==> config.mk <==
export PLATFORM = sky130hd
export DESIGN_NAME = fdd_drive_if
export DESIGN_NICKNAME = d
export VERILOG_FILES = /design/src/common/fdd_drive_pkg.sv /design/src/common/flux_stream_if.sv /design/src/verilog/fdd_drive_if.sv /design/src/verilog/flux_fifo.sv
export VERILOG_INCLUDE_DIRS = /design/src /design/src/common
export SDC_FILE = /design/constraint.sdc
export NUM_CORES = 1
export LEC_CHECK = 0
export ABC_CLOCK_PERIOD_IN_PS = 2400
export BUFFER_PORTS_ARGS = -buffer_cell sky130_fd_sc_hd__buf_4
export CAP_MARGIN = 20
export CORE_MARGIN = 5
export CORE_UTILIZATION = 54
export DETAILED_ROUTE_END_ITERATION = 16
export PLACE_DENSITY = 0.76
export REMOVE_ABC_BUFFERS = 1
export SYNTH_ARGS = -nofsm -noshare
export SYNTH_HDL_FRONTEND = slang
export SYNTH_SLANG_ARGS = --single-unit
==> constraint.sdc <==
create_clock -name mclk -period 2.4 [get_ports mclk]
set_input_delay 0.12 -clock mclk [delete_from_list [all_inputs] [get_ports mclk]]
set_output_delay 0.12 -clock mclk [all_outputs]
set_load 0.005 [all_outputs]
==> src/common/fdd_drive_regs.svh <==
`ifndef FDD_DRIVE_REGS_SVH
`define FDD_DRIVE_REGS_SVH

// Index pulse width, ms and cycles at 200 MHz
`define IDX_PULSE_MS       4
`define CLK_MHZ            200
`define IDX_PULSE_CYC      (`IDX_PULSE_MS * 1000 * `CLK_MHZ)
// Track count and track 00
`define TRACK_W            7
`define TRACK_ZERO         7'h00
`define TRACK_LAST         7'h4F
// Read-data low pulse width in cycles
`define RD_PULSE_CYC       8'h28
`define RD_CNT_W           8
`define IDX_CNT_W          24
// Flux FIFO shape
`define FIFO_W             1
`define FIFO_DEPTH         8
`define FIFO_AW            3
// Synchroniser reset levels: active-low host pins idle high
`define SYNC_IDLE          19'h001FF

`endif

==> src/common/fdd_drive_pkg.sv <==
package fdd_drive_pkg;
  typedef enum logic [1:0] {
    IDX_IDLE  = 2'b00,
    IDX_PULSE = 2'b01,
    IDX_WAIT  = 2'b10
  } idx_state_t;
endpackage

==> src/common/flux_stream_if.sv <==
`timescale 1ns/1ps
interface flux_stream_if;
  logic valid;
  logic ready;
  logic data;
  modport src (output valid, output data, input ready);
  modport snk (input valid, input data, output ready);
endinterface

==> src/verilog/fdd_drive_if.sv <==
`timescale 1ns/1ps
`include "fdd_drive_regs.svh"
// Functional notes
// - Side choice low enables head 1, high enables head 0.
// - Ready is low only while a diskette is in and the drive is selected.
// - Track-zero is low while the drive is selected and the carriage sits at track 00.
// - Index rests high and pulses low for about 4 ms at each hole.
// - Index stays low while no diskette is inserted.
// - Read data idles high and pulses low at each flux reversal while write gate is high.
// - A protected diskette drives protect low and blocks writes internally.
// - Straps pick exactly one select line as rank; default rank 1 with head-load input.
// - With the auto strap and no signal strap, heads load when ready and selected, ignoring head-load.
// - The activity indicator lights while the heads are loaded.
// - Direction high steps outward, low inward; host sets it 1 us before each step.
// - Each step pulse moves one track, none past track 00 or the last track; steps are ignored while write gate is low.
// - Only the drive whose strapped select is active accepts inputs or drives outputs.
// - Heads load on head-load low and release on high, only while ready is low.
module fdd_drive_if
  import fdd_drive_pkg::*;
(
  input  wire logic       mclk,
  input  wire logic       reset_n,
  // Host cable, active low
  input  wire logic       side_n,
  input  wire logic       head_load_n,
  input  wire logic [3:0] select_n,
  input  wire logic       step_n,
  input  wire logic       dir_n,
  input  wire logic       write_gate_n,
  output logic            ready_n,
  output logic            track0_n,
  output logic            index_n,
  output logic            read_data_n,
  output logic            protect_n,
  // Straps, high when fitted
  input  wire logic       rank_strap_one,
  input  wire logic       rank_strap_two,
  input  wire logic       rank_strap_three,
  input  wire logic       rank_strap_four,
  input  wire logic       signal_head_engage_strap,
  input  wire logic       auto_head_engage_strap,
  // Mechanism sensors and actuators
  input  wire logic       disk_present,
  input  wire logic       disk_protected,
  input  wire logic       index_hole,
  input  wire logic       flux_rev,
  output logic            head1_en,
  output logic            head_loaded,
  output logic            activity_led,
  output logic            write_enable,
  output logic [`TRACK_W-1:0] track
);
  ////////////////////////////////////////////////////////////////////////////
  // Two-stage synchronisers for all pins, one generate loop
  // Reset to idle levels, so no false step or select edge follows reset
  localparam int            NS   = 19;
  localparam logic [NS-1:0] IDLE = `SYNC_IDLE;
  logic [NS-1:0] raw, s1_q, s2_q;
  assign raw = {auto_head_engage_strap, signal_head_engage_strap, flux_rev, index_hole,
                disk_protected, disk_present, rank_strap_four,
                rank_strap_three, rank_strap_two, rank_strap_one, write_gate_n,
                dir_n, step_n, select_n, head_load_n, side_n};
  genvar g;
  generate
    for (g = 0; g < NS; g++) begin : g_sync
      always_ff @(posedge mclk) begin
        if (!reset_n) begin
          s1_q[g] <= IDLE[g];
          s2_q[g] <= IDLE[g];
        end else begin
          s1_q[g] <= raw[g];
          s2_q[g] <= s1_q[g];
        end
      end
    end
  endgenerate

  logic       side_s, hl_s, step_s, dir_s, wg_s, prot_s, pres_s, hole_s, flux_s;
  logic       sig_s, auto_s;
  logic [3:0] sel_s, rank_s;
  assign side_s = s2_q[0];
  assign hl_s   = s2_q[1];
  assign sel_s  = s2_q[5:2];
  assign step_s = s2_q[6];
  assign dir_s  = s2_q[7];
  assign wg_s   = s2_q[8];
  assign rank_s = s2_q[12:9];
  assign pres_s = s2_q[13];
  assign prot_s = s2_q[14];
  assign hole_s = s2_q[15];
  assign flux_s = s2_q[16];
  assign sig_s  = s2_q[17];
  assign auto_s = s2_q[NS-1];

  ////////////////////////////////////////////////////////////////////////////
  // Selection, head control, stepping and status outputs; index and read data in auxiliary always_ff
  logic                 step_prev_q, step_prev_d, hole_prev_q, hole_prev_d;
  logic [`TRACK_W-1:0]  track_q, track_d;
  logic                 selected, ready_c, load_c, auto_mode;
  logic                 head1_q, head1_d, load_q, load_d, wen_q, wen_d;
  logic                 ready_q, ready_d, t0_q, t0_d, prot_q, prot_d;

  always_comb begin
    // Strap block holds one rank; a bad strap set falls back to rank 1
    case (rank_s)
      4'b0001: selected = !sel_s[0];
      4'b0010: selected = !sel_s[1];
      4'b0100: selected = !sel_s[2];
      4'b1000: selected = !sel_s[3];
      default: selected = !sel_s[0];
    endcase
    auto_mode = auto_s && !sig_s;
    ready_c   = pres_s && selected;
    // Load only while ready; auto strap without signal strap ignores the head-load input
    load_c    = ready_c && (auto_mode || !hl_s);
    step_prev_d = step_s;
    hole_prev_d = hole_s;
    track_d     = track_q;
    // Falling step edge, selected, write gate high
    if (selected && step_prev_q && !step_s && wg_s) begin
      if (dir_s) begin
        if (track_q != `TRACK_ZERO) track_d = track_q - `TRACK_W'(1);
      end else begin
        if (track_q != `TRACK_LAST) track_d = track_q + `TRACK_W'(1);
      end
    end
    head1_d = selected ? !side_s : head1_q;
    load_d  = load_c;
    wen_d   = selected && !wg_s && !prot_s && load_c;
    ready_d = !ready_c;
    t0_d    = !(selected && track_q == `TRACK_ZERO);
    prot_d  = !(selected && pres_s && prot_s);
  end

  always_ff @(posedge mclk) begin
    if (!reset_n) begin
      step_prev_q <= 1'b1;
      hole_prev_q <= 1'b0;
      track_q     <= `TRACK_ZERO;
      head1_q     <= 1'b0;
      load_q      <= 1'b0;
      wen_q       <= 1'b0;
      ready_q     <= 1'b1;
      t0_q        <= 1'b1;
      prot_q      <= 1'b1;
    end else begin
      step_prev_q <= step_prev_d;
      hole_prev_q <= hole_prev_d;
      track_q     <= track_d;
      head1_q     <= head1_d;
      load_q      <= load_d;
      wen_q       <= wen_d;
      ready_q     <= ready_d;
      t0_q        <= t0_d;
      prot_q      <= prot_d;
    end
  end

  ////////////////////////////////////////////////////////////////////////////
  // Index pulse timer
  idx_state_t             idx_q, idx_d;
  logic [`IDX_CNT_W-1:0]  icnt_q, icnt_d;
  logic                   index_q, index_d;

  always_comb begin
    idx_d  = idx_q;
    icnt_d = icnt_q;
    case (idx_q)
      IDX_IDLE: begin
        if (hole_s && !hole_prev_q) begin
          idx_d  = IDX_PULSE;
          icnt_d = `IDX_CNT_W'(`IDX_PULSE_CYC - 1);
        end
      end
      IDX_PULSE: begin
        if (icnt_q == '0) idx_d = IDX_WAIT;
        else icnt_d = icnt_q - `IDX_CNT_W'(1);
      end
      IDX_WAIT: begin
        // Wait for the hole to pass so one hole gives one pulse
        if (!hole_s) idx_d = IDX_IDLE;
      end
      default: idx_d = IDX_IDLE;
    endcase
    if (!pres_s) idx_d = IDX_IDLE;
    if (!selected) index_d = 1'b1;
    else if (!pres_s) index_d = 1'b0;
    else index_d = (idx_d != IDX_PULSE);
  end

  always_ff @(posedge mclk) begin
    if (!reset_n) begin
      idx_q   <= IDX_IDLE;
      icnt_q  <= '0;
      index_q <= 1'b1;
    end else begin
      idx_q   <= idx_d;
      icnt_q  <= icnt_d;
      index_q <= index_d;
    end
  end

  ////////////////////////////////////////////////////////////////////////////
  // Flux events queue through the FIFO; drain stalls during each pulse
  flux_stream_if fx_in ();
  flux_stream_if fx_out ();
  logic                 flux_prev_q, flux_prev_d;
  logic [`RD_CNT_W-1:0] rcnt_q, rcnt_d;
  logic                 rd_q, rd_d;

  assign fx_in.valid = flux_s && !flux_prev_q && selected && wg_s;
  assign fx_in.data  = 1'b1;

  flux_fifo u_fifo (
    .mclk      (mclk),
    .reset_n   (reset_n),
    .in_valid  (fx_in.valid),
    .in_data   (fx_in.data),
    .in_ready  (fx_in.ready),
    .out_valid (fx_out.valid),
    .out_data  (fx_out.data),
    .out_ready (fx_out.ready)
  );

  // Drain only when the output pulse timer is idle
  assign fx_out.ready = (rcnt_q == '0);

  always_comb begin
    flux_prev_d = flux_s;
    rcnt_d      = rcnt_q;
    if (fx_out.valid && fx_out.ready && fx_out.data) begin
      rcnt_d = `RD_PULSE_CYC;
    end else if (rcnt_q != '0) begin
      rcnt_d = rcnt_q - `RD_CNT_W'(1);
    end
    rd_d = !(selected && rcnt_d != '0);
  end

  always_ff @(posedge mclk) begin
    if (!reset_n) begin
      flux_prev_q <= 1'b0;
      rcnt_q      <= '0;
      rd_q        <= 1'b1;
    end else begin
      flux_prev_q <= flux_prev_d;
      rcnt_q      <= rcnt_d;
      rd_q        <= rd_d;
    end
  end

  ////////////////////////////////////////////////////////////////////////////
  assign ready_n      = ready_q;
  assign track0_n     = t0_q;
  assign index_n      = index_q;
  assign read_data_n  = rd_q;
  assign protect_n    = prot_q;
  assign head1_en     = head1_q;
  assign head_loaded  = load_q;
  assign activity_led = load_q;
  assign write_enable = wen_q;
  assign track        = track_q;

  ////////////////////////////////////////////////////////////////////////////
  property p_ready;
    @(posedge mclk) disable iff (!reset_n)
      (pres_s && selected) |=> !ready_n;
  endproperty
  a_ready: assert property (p_ready) else $error("ready not low");

  property p_t0;
    @(posedge mclk) disable iff (!reset_n)
      (selected && track_q == `TRACK_ZERO) |=> !track0_n;
  endproperty
  a_t0: assert property (p_t0) else $error("track0 not low");

  property p_nodisk;
    @(posedge mclk) disable iff (!reset_n)
      (selected && !pres_s) |=> !index_n;
  endproperty
  a_nodisk: assert property (p_nodisk) else $error("index not low without disk");

  property p_idx;
    @(posedge mclk) disable iff (!reset_n)
      (idx_q == IDX_IDLE && hole_s && !hole_prev_q && pres_s && selected)
        |=> !index_n [*8];
  endproperty
  a_idx: assert property (p_idx) else $error("index pulse short");

  property p_prot;
    @(posedge mclk) disable iff (!reset_n)
      prot_s |=> !write_enable;
  endproperty
  a_prot: assert property (p_prot) else $error("write on protected disk");

  property p_wgstep;
    @(posedge mclk) disable iff (!reset_n)
      !wg_s |=> $stable(track_q);
  endproperty
  a_wgstep: assert property (p_wgstep) else $error("step during write");

  property p_desel;
    @(posedge mclk) disable iff (!reset_n)
      !selected |=> (ready_n && track0_n && index_n && protect_n && read_data_n);
  endproperty
  a_desel: assert property (p_desel) else $error("deselected output active");

  property p_load;
    @(posedge mclk) disable iff (!reset_n)
      head_loaded |-> $past(ready_c) && activity_led;
  endproperty
  a_load: assert property (p_load) else $error("load without ready");

endmodule

==> src/verilog/flux_fifo.sv <==
`timescale 1ns/1ps
`include "fdd_drive_regs.svh"
module flux_fifo #(
  parameter int WIDTH = `FIFO_W,
  parameter int DEPTH = `FIFO_DEPTH,
  parameter int AW    = `FIFO_AW
) (
  input  wire logic             mclk,
  input  wire logic             reset_n,
  input  wire logic             in_valid,
  input  wire logic [WIDTH-1:0] in_data,
  output logic                  in_ready,
  output logic                  out_valid,
  output logic      [WIDTH-1:0] out_data,
  input  wire logic             out_ready
);
  logic [WIDTH-1:0] mem_q [DEPTH];
  logic [WIDTH-1:0] mem_d [DEPTH];
  logic [AW-1:0]    wr_q, wr_d, rd_q, rd_d;
  logic [AW:0]      cnt_q, cnt_d;
  logic             push, pop;

  always_comb begin
    push     = in_valid && in_ready;
    pop      = out_valid && out_ready;
    in_ready = (cnt_q != (AW+1)'(DEPTH)) ? 1'b1 : 1'b0;
    out_valid = (cnt_q != '0);
    out_data = mem_q[rd_q];
    mem_d    = mem_q;
    wr_d     = wr_q;
    rd_d     = rd_q;
    if (push) begin
      mem_d[wr_q] = in_data;
      wr_d        = wr_q + AW'(1);
    end
    if (pop) begin
      rd_d = rd_q + AW'(1);
    end
    cnt_d = cnt_q + (AW+1)'(push) - (AW+1)'(pop);
  end

  always_ff @(posedge mclk) begin
    if (!reset_n) begin
      wr_q  <= '0;
      rd_q  <= '0;
      cnt_q <= '0;
      for (int i = 0; i < DEPTH; i++) begin
        mem_q[i] <= '0;
      end
    end else begin
      wr_q  <= wr_d;
      rd_q  <= rd_d;
      cnt_q <= cnt_d;
      mem_q <= mem_d;
    end
  end
endmodule
* Word level (Yosys, flattened, before mapping)
Cells that the tools add are included.
** Operators by class
- Bitwise gates (word level) :: 3
- Muxes and demuxes :: 21
- Order comparisons :: 3
- Add/subtract/negate cells :: 8
- Eq/ne operators :: 11
- Reduce and logical (&&, ||, !) cells :: 50
** Operators with widths (number)
- 24-bit two-way mux :: 2
- 24-bit case mux with 2 select lines :: 1
- 24-bit zero test :: 1
- 24-bit by 1-bit subtractor with 24-bit output, second input constant :: 1
- 7-bit two-way mux :: 3
- 1-bit logical AND :: 20
- 1-bit zero test :: 16
- 8-bit two-way mux :: 2
- 8-bit nonzero test :: 2
- 4-bit >= comparator, second input constant :: 2
- 8-bit zero test :: 1
- 2-bit two-way mux :: 4
- 3-bit inverter with 4-bit output :: 2
- 8-bit bitwise OR :: 1
- 8-bit by 1-bit subtractor with 8-bit output, second input constant :: 1
- 7-bit by 1-bit adder with 7-bit output, second input constant :: 1
- 7-bit zero test :: 1
- 7-bit != test, second input constant :: 1
- 7-bit nonzero test :: 1
- 7-bit by 1-bit subtractor with 7-bit output, second input constant :: 1
- 3-bit by 1-bit adder with 3-bit output, second input constant :: 2
- 2-bit case mux with 3 select lines :: 1
- 3-bit AND reduction :: 2
- 1-bit two-way mux :: 5
- 19 further kinds :: 22
** Storage, ports and cells
- Bits in registers :: 108
- Output and inout bits :: 16
- Word-level logic and storage cells :: 160
- Input bits :: 21

* Longest topological paths before layout
Gate-level depths: netlist of the first run.
- Depth in word-level cells :: 9
- Depth in mapped cells :: 11
- Gate-level depth less buffers :: 11

* By module
From an unflattened synthesis of the first run, not the netlist that was laid out.
** Unflattened totals
- Cells, all modules :: 481
- Area, all modules :: 4670.7 um2
** Modules (own cells, without submodules)
- fdd_drive_if :: times used 1, area an instance 3687.3 um2, cells each 379, sequential area each 1801.7 um2
- flux_fifo :: times used 1, area an instance 983.4 um2, cells each 102, sequential area each 360.3 um2

* Least setup slack after synthesis of the first run
OpenSTA, ideal clock, no wires.
- Kind :: reg-to-reg
- Start point :: register rcnt_q[0]
- End point :: register u_fifo.cnt_q[2]
- Buffers on the path :: 0
- Cell stages (with the launch flop) :: 12
- Data required time :: 2.272 ns
- Setup slack :: -0.281 ns
- Setup time :: 0.128 ns
- Data arrival time :: 2.553 ns
- Period minus slack after synthesis :: 2.681 ns
- Cells stage by stage :: dfxtp_1 > inv_1 > ha_1 > or4b_4 > a311oi_4 > ha_1 > inv_1 > ha_1 > inv_1 > fa_1 > xor2_1 > nor2_1
** On the way
- Longest elaborated chain between the ends :: 3
** RTL lines
- start, declared :: RTL line fdd_drive_if.sv:208 : logic [`RD_CNT_W-1:0] rcnt_q, rcnt_d;
- start signal, assigned :: RTL line fdd_drive_if.sv:246 : rcnt_q <= rcnt_d;
- 8-bit zero test :: RTL line fdd_drive_if.sv:226 : assign fx_out.ready = (rcnt_q == '0);
- 1-bit logical AND :: RTL line flux_fifo.sv:25 : pop = out_valid && out_ready;
- via u_fifo.pop :: RTL line flux_fifo.sv:21 : logic push, pop;
- 4-bit by 1-bit subtractor with 4-bit output :: RTL line flux_fifo.sv:39 : cnt_d = cnt_q + (AW+1)'(push) - (AW+1)'(pop);
- end signal, assigned :: RTL line flux_fifo.sv:53 : cnt_q <= cnt_d;
- end, declared :: RTL line flux_fifo.sv:20 : logic [AW:0] cnt_q, cnt_d;
The timed path passes the listed nets, and every way through them passes these cells.
A chain may end at the register's enable or synchronous reset.

* Final worst setup path of the first run
- Start point :: register rcnt_q[1]
- End point :: register u_fifo.cnt_q[1]
Same word-level chain as after synthesis.

==> impl_results.md, run 1 <==
* Outcome: finished, violations left
* Violated checks: setup timing
* P_int at 2.92 mW
* Most used cell, CP: inv_2
* Critical path's top delay family: adder cells
* CTS Root Cell: clkbuf_8
* Number of remaining DRC errors at 0
* TritonCTS clock tree: built
* Post-Syn Area at 4730 µm²
* Die Height at 104 µm
* Slowest Stage Delay on Critical Path at 0.51 ns
* Cts bufs inserted at 9
* Arr. time, crit path at 2.76 ns
* Sw frac at 0.312
* Setup Crit Path Kind: register to register
* Total of max-cap violations at 0
* R2r setup slk at -0.12 ns
* Row cnt at 34
* Layout Nets at 601
* DP Wirelength at 6680 µm
* Final worst path period share at 1.05
* Post-synth EDFFs at 0
* Mapped Avg Cell Area at 9.57 µm²
* Final Critical Period at 2.52 ns
* Ant diodes at 0
* Max Clk Rate at 0.398 GHz
* Initial Util at 0.548
* Largest net degree at the start of global routing at 64
* Sw Pwr at 1.32 mW
* RSZ-0062 raised after global routing: true
* Combinational power share at 0.283
* Die area at 10,700 µm²
* Slew headroom at 0.510
* Synth Register Bits at 108
* Count of boundary I/O pins at 37
* Skew final at 0.0120 ns
* Seq pwr share at 0.474
* Slowest stage cell, crit path: fa_2
* Buffers added on ports at 36
* Post-synth ARST share at 0
* Via density per instance at 5.69
* WP buf/inv at 3
* Setup TNS at -0.186 ns
* Worst path cell trace: inv_2 -> ha_4 -> or4b_4 -> a311oi_4 -> ha_2 -> inv_2 -> ha_4 -> inv_2 -> fa_2 -> nor2_1
* Core region area at 8640 µm²
* Area delta synth->final at 19.0%
* Setup slack after layout at -0.115 ns
* Lkg Pwr at 2.20 nW
* Gr usage total at 0.181
* First-pass GRT wire length at 16,500 µm
* First DRT Iteration DRCs at 206
* Peak supply drop at 0.000389 V
* Crit path capture type: register
* Sequential fraction of the synthesis area at 0.457
* GP Congestion at 0.856
* Wire per inst at 14.2 µm
* Worst skew pair latency at 0.37 ns
* Hold Crit Class: input port to register
* Drt first pass iters at 5
* Post-Route WL at 9600 µm
* Clk buf depth at 2
* Power density over the cells at 753 nW/µm²
* Die W at 104 µm
* Clock transition at path regs at 0.10 ns
* Total Power at 4.24 mW
* Clock Power Share at 0.243
* Cell count after synthesis at 494
* WP data required at 2.65 ns
* Worst slew pin tran at 0.724 ns
* Clk sinks at 108
* Worst-case hold slack at 0.0735 ns
* Layout cell share with drive strength beyond 1 at 0.189
* Worst-path fanout max at 2
* Grt ovf at 0
* Final setup viols at 3
* H-Tree Depth at 3
* Pre-CTS WS at -0.120 ns
* CP Launch Type: register
* Final hold violation count at 0
* Post-synth cell types at 68
* Vias in the first global route at 3,679
* Final Max Slew Viols at 0
* Initial antenna violation count at 0
* Yosys warns at 0
* Antenna Nets Post-Route at 0
* Primary FF master, synth: dfxtp_1
* Vias after detailed routing at 3,839
layer usage:
metal,GRT usage,routed length [µm],share of wire,up-vias
met3,0.0379,337,0.035,11
met2,0.300,4680,0.49,71
met4,0.0590,131,0.014,0
met5,0,0,0,-
met1,0.234,4460,0.46,1829
li1,-,-,-,1928
worst reg2reg max path, stage by stage (launching register included):
cell	delay, ns
dfxtp_2	0.33
inv_2	0.06
ha_4	0.13
or4b_4	0.47
a311oi_4	0.31
ha_2	0.32
inv_2	0.06
ha_4	0.13
inv_2	0.04
fa_2	0.51
nor2_1	0.05
metrics by stage:
stage	util	instances	instance area, µm²
floorplan	-	473	4630
detailed placement	0.601	637	5190
finish	0.652	675	5630
global route	0.652	675	5630
CTS	0.648	674	5600
global placement	0.601	637	5190
state kept, by name, summed over array words and instances, names as in the netlist, 2 cells and up:
name,count
icnt_q,24
u_fifo.rd_q,3
s1_q,19
rank_s,4
u_fifo.cnt_q,4
idx_q,2
u_fifo.wr_q,3
track,7
u_fifo.mem_q,8
s2_q,4
rcnt_q,8
cells in the final DEF (no fill, tap or decap), drive strengths merged, types with 11 or more instances in the layout:
cell and instances:
a21oi 28, and2 26, buf 59, dfxtp 108, dlygate4sd3 19, ha 16, inv 20, nand2 23
nand2b 26, nand3 11, nor2 28, nor3 12, o21ai 22
logic make-up after synthesis:
logic type / synth area share
fa+ha+maj: 0.0508
simple gates: 0.238
mux: 0.0206
flops: 0.457
xor+xnor: 0.0259
buf+inv: 0.0349
compound gates: 0.173
cell type report:
| class | count | area [µm²] |
|---|---|---|
| clock buffers | 9 | 124 |
| clock inverters | 7 | 58.8 |
| fillers | 669 | 3010 |
| inverters | 19 | 71.3 |
| multi-input cells | 346 | 2440 |
| flip-flops and latches | 108 | 2160 |
| well taps | 108 | 135 |
| repair buffers | 78 | 633 |
cell usage after synthesis (9+ instances only):
cell type	number	area [µm²]
nand2b_1	26	163
nand3_1	10	50.1
nor2_1	28	105
o31ai_1	10	75.1
or4_1	10	75.1
inv_1	18	67.6
a211oi_1	9	67.6
dfxtp_1	108	2160
nand2_1	22	82.6
clkbuf_1	15	56.3
ha_1	16	200
a21oi_1	28	140
o21ai_0	22	110
and2_1	26	163
nor3_1	11	55.1
power groups by stage:
stage	combinational [mW]	clock [mW]	sequential, mW
detailed placement	1.11	0	2.04
finish	1.20	1.03	2.01
floorplan	0.754	0	2.05
global route	1.35	1.15	2.02
CTS	1.17	1.06	2.01
global placement	1.07	0	2.03
path summary, 6_finish.rpt:
| check | startpoint | endpoint | cells after the start |
|---|---|---|---|
| worst max-delay path | rcnt_q[1]$_SDFF_PN0_ | u_fifo.cnt_q[1]$_SDFF_PN0_ | 10 |
| worst min-delay path | reset_n | icnt_q[6]$_SDFFE_PN0P_ | 3 |
| worst max register to register | rcnt_q[1]$_SDFF_PN0_ | u_fifo.cnt_q[1]$_SDFF_PN0_ | 10 |
| worst min register to register | s1_q[4]$_SDFF_PN1_ | s2_q[4]$_SDFF_PN1_ | 1 |
what timing repair did:
item / in CTS / in global routing
hold buffers: 19 / 0
pin swaps: 7 / 9
endpoints found under the setup margin: 3 / 5
endpoints found under the hold margin: 19 / 0
resized for setup: 9 / 5
buffers inserted: 2 / 1
Power figures use the tool's default switching activity.
==> inputs of run 2 (changes only) <==
--- a/config.mk
+++ b/config.mk
@@ -6,13 +6,13 @@
 export SDC_FILE = /design/constraint.sdc
 export NUM_CORES = 1
 export LEC_CHECK = 0
-export ABC_CLOCK_PERIOD_IN_PS = 2400
+export ABC_CLOCK_PERIOD_IN_PS = 3200
 export BUFFER_PORTS_ARGS = -buffer_cell sky130_fd_sc_hd__buf_4
 export CAP_MARGIN = 20
 export CORE_MARGIN = 5
-export CORE_UTILIZATION = 54
+export CORE_UTILIZATION = 60
 export DETAILED_ROUTE_END_ITERATION = 16
-export PLACE_DENSITY = 0.76
+export PLACE_DENSITY = 0.8
 export REMOVE_ABC_BUFFERS = 1
 export SYNTH_ARGS = -nofsm -noshare
 export SYNTH_HDL_FRONTEND = slang
==> constraint.sdc (replaced) <==
create_clock -name mclk -period 3.2 [get_ports mclk]
set_input_delay 0.16 -clock mclk [delete_from_list [all_inputs] [get_ports mclk]]
set_output_delay 0.16 -clock mclk [all_outputs]
set_load 0.005 [all_outputs]
==> run 2 against run 1 <==
  * The run now ends clean
  * Total power down 27%
  * Non-clock buffer count fell by 19
  * Clock skew barely moved
  * Critical path depth grew 1
  * Die area down 9.1%
  * Count of clock-buffer cells in the layout increased by 1
  * Global-route usage rose by 2.5 points
  * Wire length down 1.7%
  * Register-to-register slack improved by 0.38 ns
  * First-iteration DRC count decreased by 1.9%
  * Setup slack better by 0.38 ns
  * Critical path type unchanged
==> impl_results.md, run 2 (synthesis results as in run 1) <==
* Outcome: finished clean
* H-Tree Depth at 3 (unchanged)
* Largest registers: icnt_q (24), s1_q (19)
* Setup slack after layout at 0.267 ns (+0.382 ns)
* Wire per inst at 14.5 µm (+2.1%)
* Worst slew pin tran at 0.837 ns (+0.114 ns)
* Largest register by flop count: icnt_q
* Vias after detailed routing at 3,723 (-3.0%)
* Clock transition at path regs at 0.11 ns (about the same)
* Setup TNS at 0 ns (+0.186 ns)
* Core region area at 7690 µm² (-11%)
* DP Wirelength at 6420 µm (-3.8%)
* Largest net degree at the start of global routing at 59 (-7.8%)
* Vias in the first global route at 3,594 (-2.3%)
* First DRT Iteration DRCs at 202 (-1.9%)
* Max reg flops at 24 (unchanged)
* Initial Util at 0.615 (+0.0675)
* Final Max Slew Viols at 0 (unchanged)
* Hold Path End: icnt_q[10]$_SDFFE_PN0P_
* Met1 Use GR at 0.265 (+0.0312)
* Reg-to-Reg Start: rcnt_q[0]$_SDFF_PN0_
* Gr usage total at 0.206 (+0.0248)
* Layout Nets at 582 (-3.2%)
* Number of remaining DRC errors at 0 (unchanged)
* Met3 Usage GRT at 0.0559 (+0.0180)
* First-pass GRT wire length at 16,700 µm (+1.2%)
* Setup Crit Path Kind: register to register
* Lkg Pwr at 2.13 nW (-3.5%)
* Slew headroom at 0.441 (-0.0687)
* Worst reg2reg path depth at 11 (+1)
* Initial antenna violation count at 0 (unchanged)
* CP Launch Type: register
* Count of boundary I/O pins at 37 (unchanged)
* RSZ-0062 raised after global routing: false
* Most frequent cells in the layout: dfxtp_1 (108), buf_4 (40), nor2_1 (28), a21oi_1 (28)
* R2r setup slk at 0.27 ns (+0.38 ns)
* Power density over the cells at 566 nW/µm² (-25%)
* Met2 GRT Util at 0.347 (+0.0470)
* Reg2Reg Capture Point: u_fifo.cnt_q[2]$_SDFF_PN0_
* Final setup viols at 0 (-3)
* Final worst path period share at 0.916 (-0.131)
* Clk sinks at 108 (unchanged)
* Row cnt at 32 (-5.9%)
* Max Clk Rate at 0.341 GHz (-14%)
* Most common cell after layout, fill and taps aside: dfxtp_1
* Buffers added on ports at 36 (unchanged)
* TritonCTS clock tree: built
* Final Critical Period at 2.93 ns (+0.418 ns)
* Worst Hold Launch: reset_n
* Layer with the highest usage: met2
* Grt ovf at 0 (unchanged)
* Post-Route WL at 9440 µm (-1.7%)
* Antenna Nets Post-Route at 0 (unchanged)
* Via density per instance at 5.73 (+0.71%)
* Crit path capture type: register
* Pre-CTS WS at 0.297 ns (+0.417 ns)
* GP Congestion at 0.862 (+0.64%)
* Hold depth at 3 (unchanged)
* Total of max-cap violations at 0 (unchanged)
* Arr. time, crit path at 3.18 ns (+0.42 ns)
* Fillers at 608 (-9.1%)
* Final hold violation count at 0 (unchanged)
* Worst-path fanout max at 6 (+4)
* Die area at 9760 µm² (-9.1%)
* Peak supply drop at 0.000391 V (+0.50%)
* Skew final at 0.0115 ns (-0.000472 ns)
* Hold Crit Class: input port to register
* Cts bufs inserted at 9 (unchanged)
* Ant diodes at 0 (unchanged)
* Clk buf depth at 2 (unchanged)
* Worst skew pair latency at 0.36 ns (about the same)
* Die W at 98.8 µm (-4.6%)
* WP data required at 3.44 ns (+0.79 ns)
* Layout cell share with drive strength beyond 1 at 0.137 (-0.0519)
* Drt first pass iters at 5 (unchanged)
* Area delta synth->final at 15.1%
* Die Height at 98.8 µm (-4.6%)
* CTS Root Cell: clkbuf_8
run 2: cell count changes in the layout (fill, tap and decap cells not counted), moves of 2 or more:
| cell | change |
|---|---|
| inv_1 | +4 |
| inv_2 | -4 |
| dfxtp_1 | +2 |
| clkinvlp_4 | -3 |
| buf_4 | -19 |
| ha_4 | -2 |
| dfxtp_2 | -2 |
| ha_1 | +3 |
run 2: metal layers:
layer | up-vias | routed length [µm] | part of all wire
met3 | 5 | 405 | 0.043
li1 | 1886 | - | -
met1 | 1758 | 4350 | 0.46
met2 | 74 | 4630 | 0.49
met5 | - | 0 | 0
met4 | 0 | 55 | 0.0058
run 2: worst max-delay path by stage:
| stage | start | to | slack [ns] |
|---|---|---|---|
| 2_1_floorplan | rcnt_q[0]$_SDFF_PN0_ | u_fifo.cnt_q[2]$_SDFF_PN0_ | 0.51 |
| 3_3_place_gp | rcnt_q[0]$_SDFF_PN0_ | u_fifo.cnt_q[2]$_SDFF_PN0_ | 0.43 |
| 3_5_place_dp | rcnt_q[0]$_SDFF_PN0_ | u_fifo.cnt_q[3]$_SDFF_PN0_ | 0.30 |
| 4_1_cts | rcnt_q[0]$_SDFF_PN0_ | u_fifo.cnt_q[2]$_SDFF_PN0_ | 0.26 |
| 5_1_grt | rcnt_q[0]$_SDFF_PN0_ | u_fifo.cnt_q[2]$_SDFF_PN0_ | 0.06 |
| 6_report | rcnt_q[0]$_SDFF_PN0_ | u_fifo.cnt_q[2]$_SDFF_PN0_ | 0.27 |
run 2: power by group:
group / internal, mW / switching (mW) / total (mW)
Clock: 0.307 / 0.489 / 0.796
Sequential: 1.44 / 0.0894 / 1.53
Combinational: 0.353 / 0.405 / 0.758
Total: 2.10 / 0.984 / 3.08
run 2: through the flow:
step	hold WS [ns]	area, µm²	utilization	power, mW	std cells
global route	0.108	5440	0.708	3.27	650
CTS	0.101	5440	0.708	3.11	650
finish	0.121	5440	0.708	3.08	650
global placement	0.344	5050	0.658	2.24	614
floorplan	0.232	4630	-	2.10	473
detailed placement	0.346	5060	0.659	2.29	615
run 2: final cells by class:
type	instances	area, µm²	share of cell area
clock buffers	10	128	0.0234
clock inverters	6	63.8	0.0117
inverters	19	71.3	0.0131
multi-input cells	346	2400	0.441
flip-flops and latches	108	2160	0.397
well taps	102	128	0.0234
repair buffers	59	490	0.0901
run 2: repair_timing:
action                                  CTS  global route
endpoints found under the hold margin    19             0
setup buffers                             0             0
resized for setup                         0             0
hold buffers                             19             0
endpoints found under the setup margin    0             0
run 2: critical path: stages, from the launching register on:
cell	delay [ns]
dfxtp_1	0.37
inv_1	0.07
ha_1	0.24
or4b_4	0.53
a311oi_4	0.42
ha_1	0.31
inv_1	0.06
ha_1	0.16
inv_1	0.06
fa_1	0.38
xor2_1	0.14
nor2_1	0.05
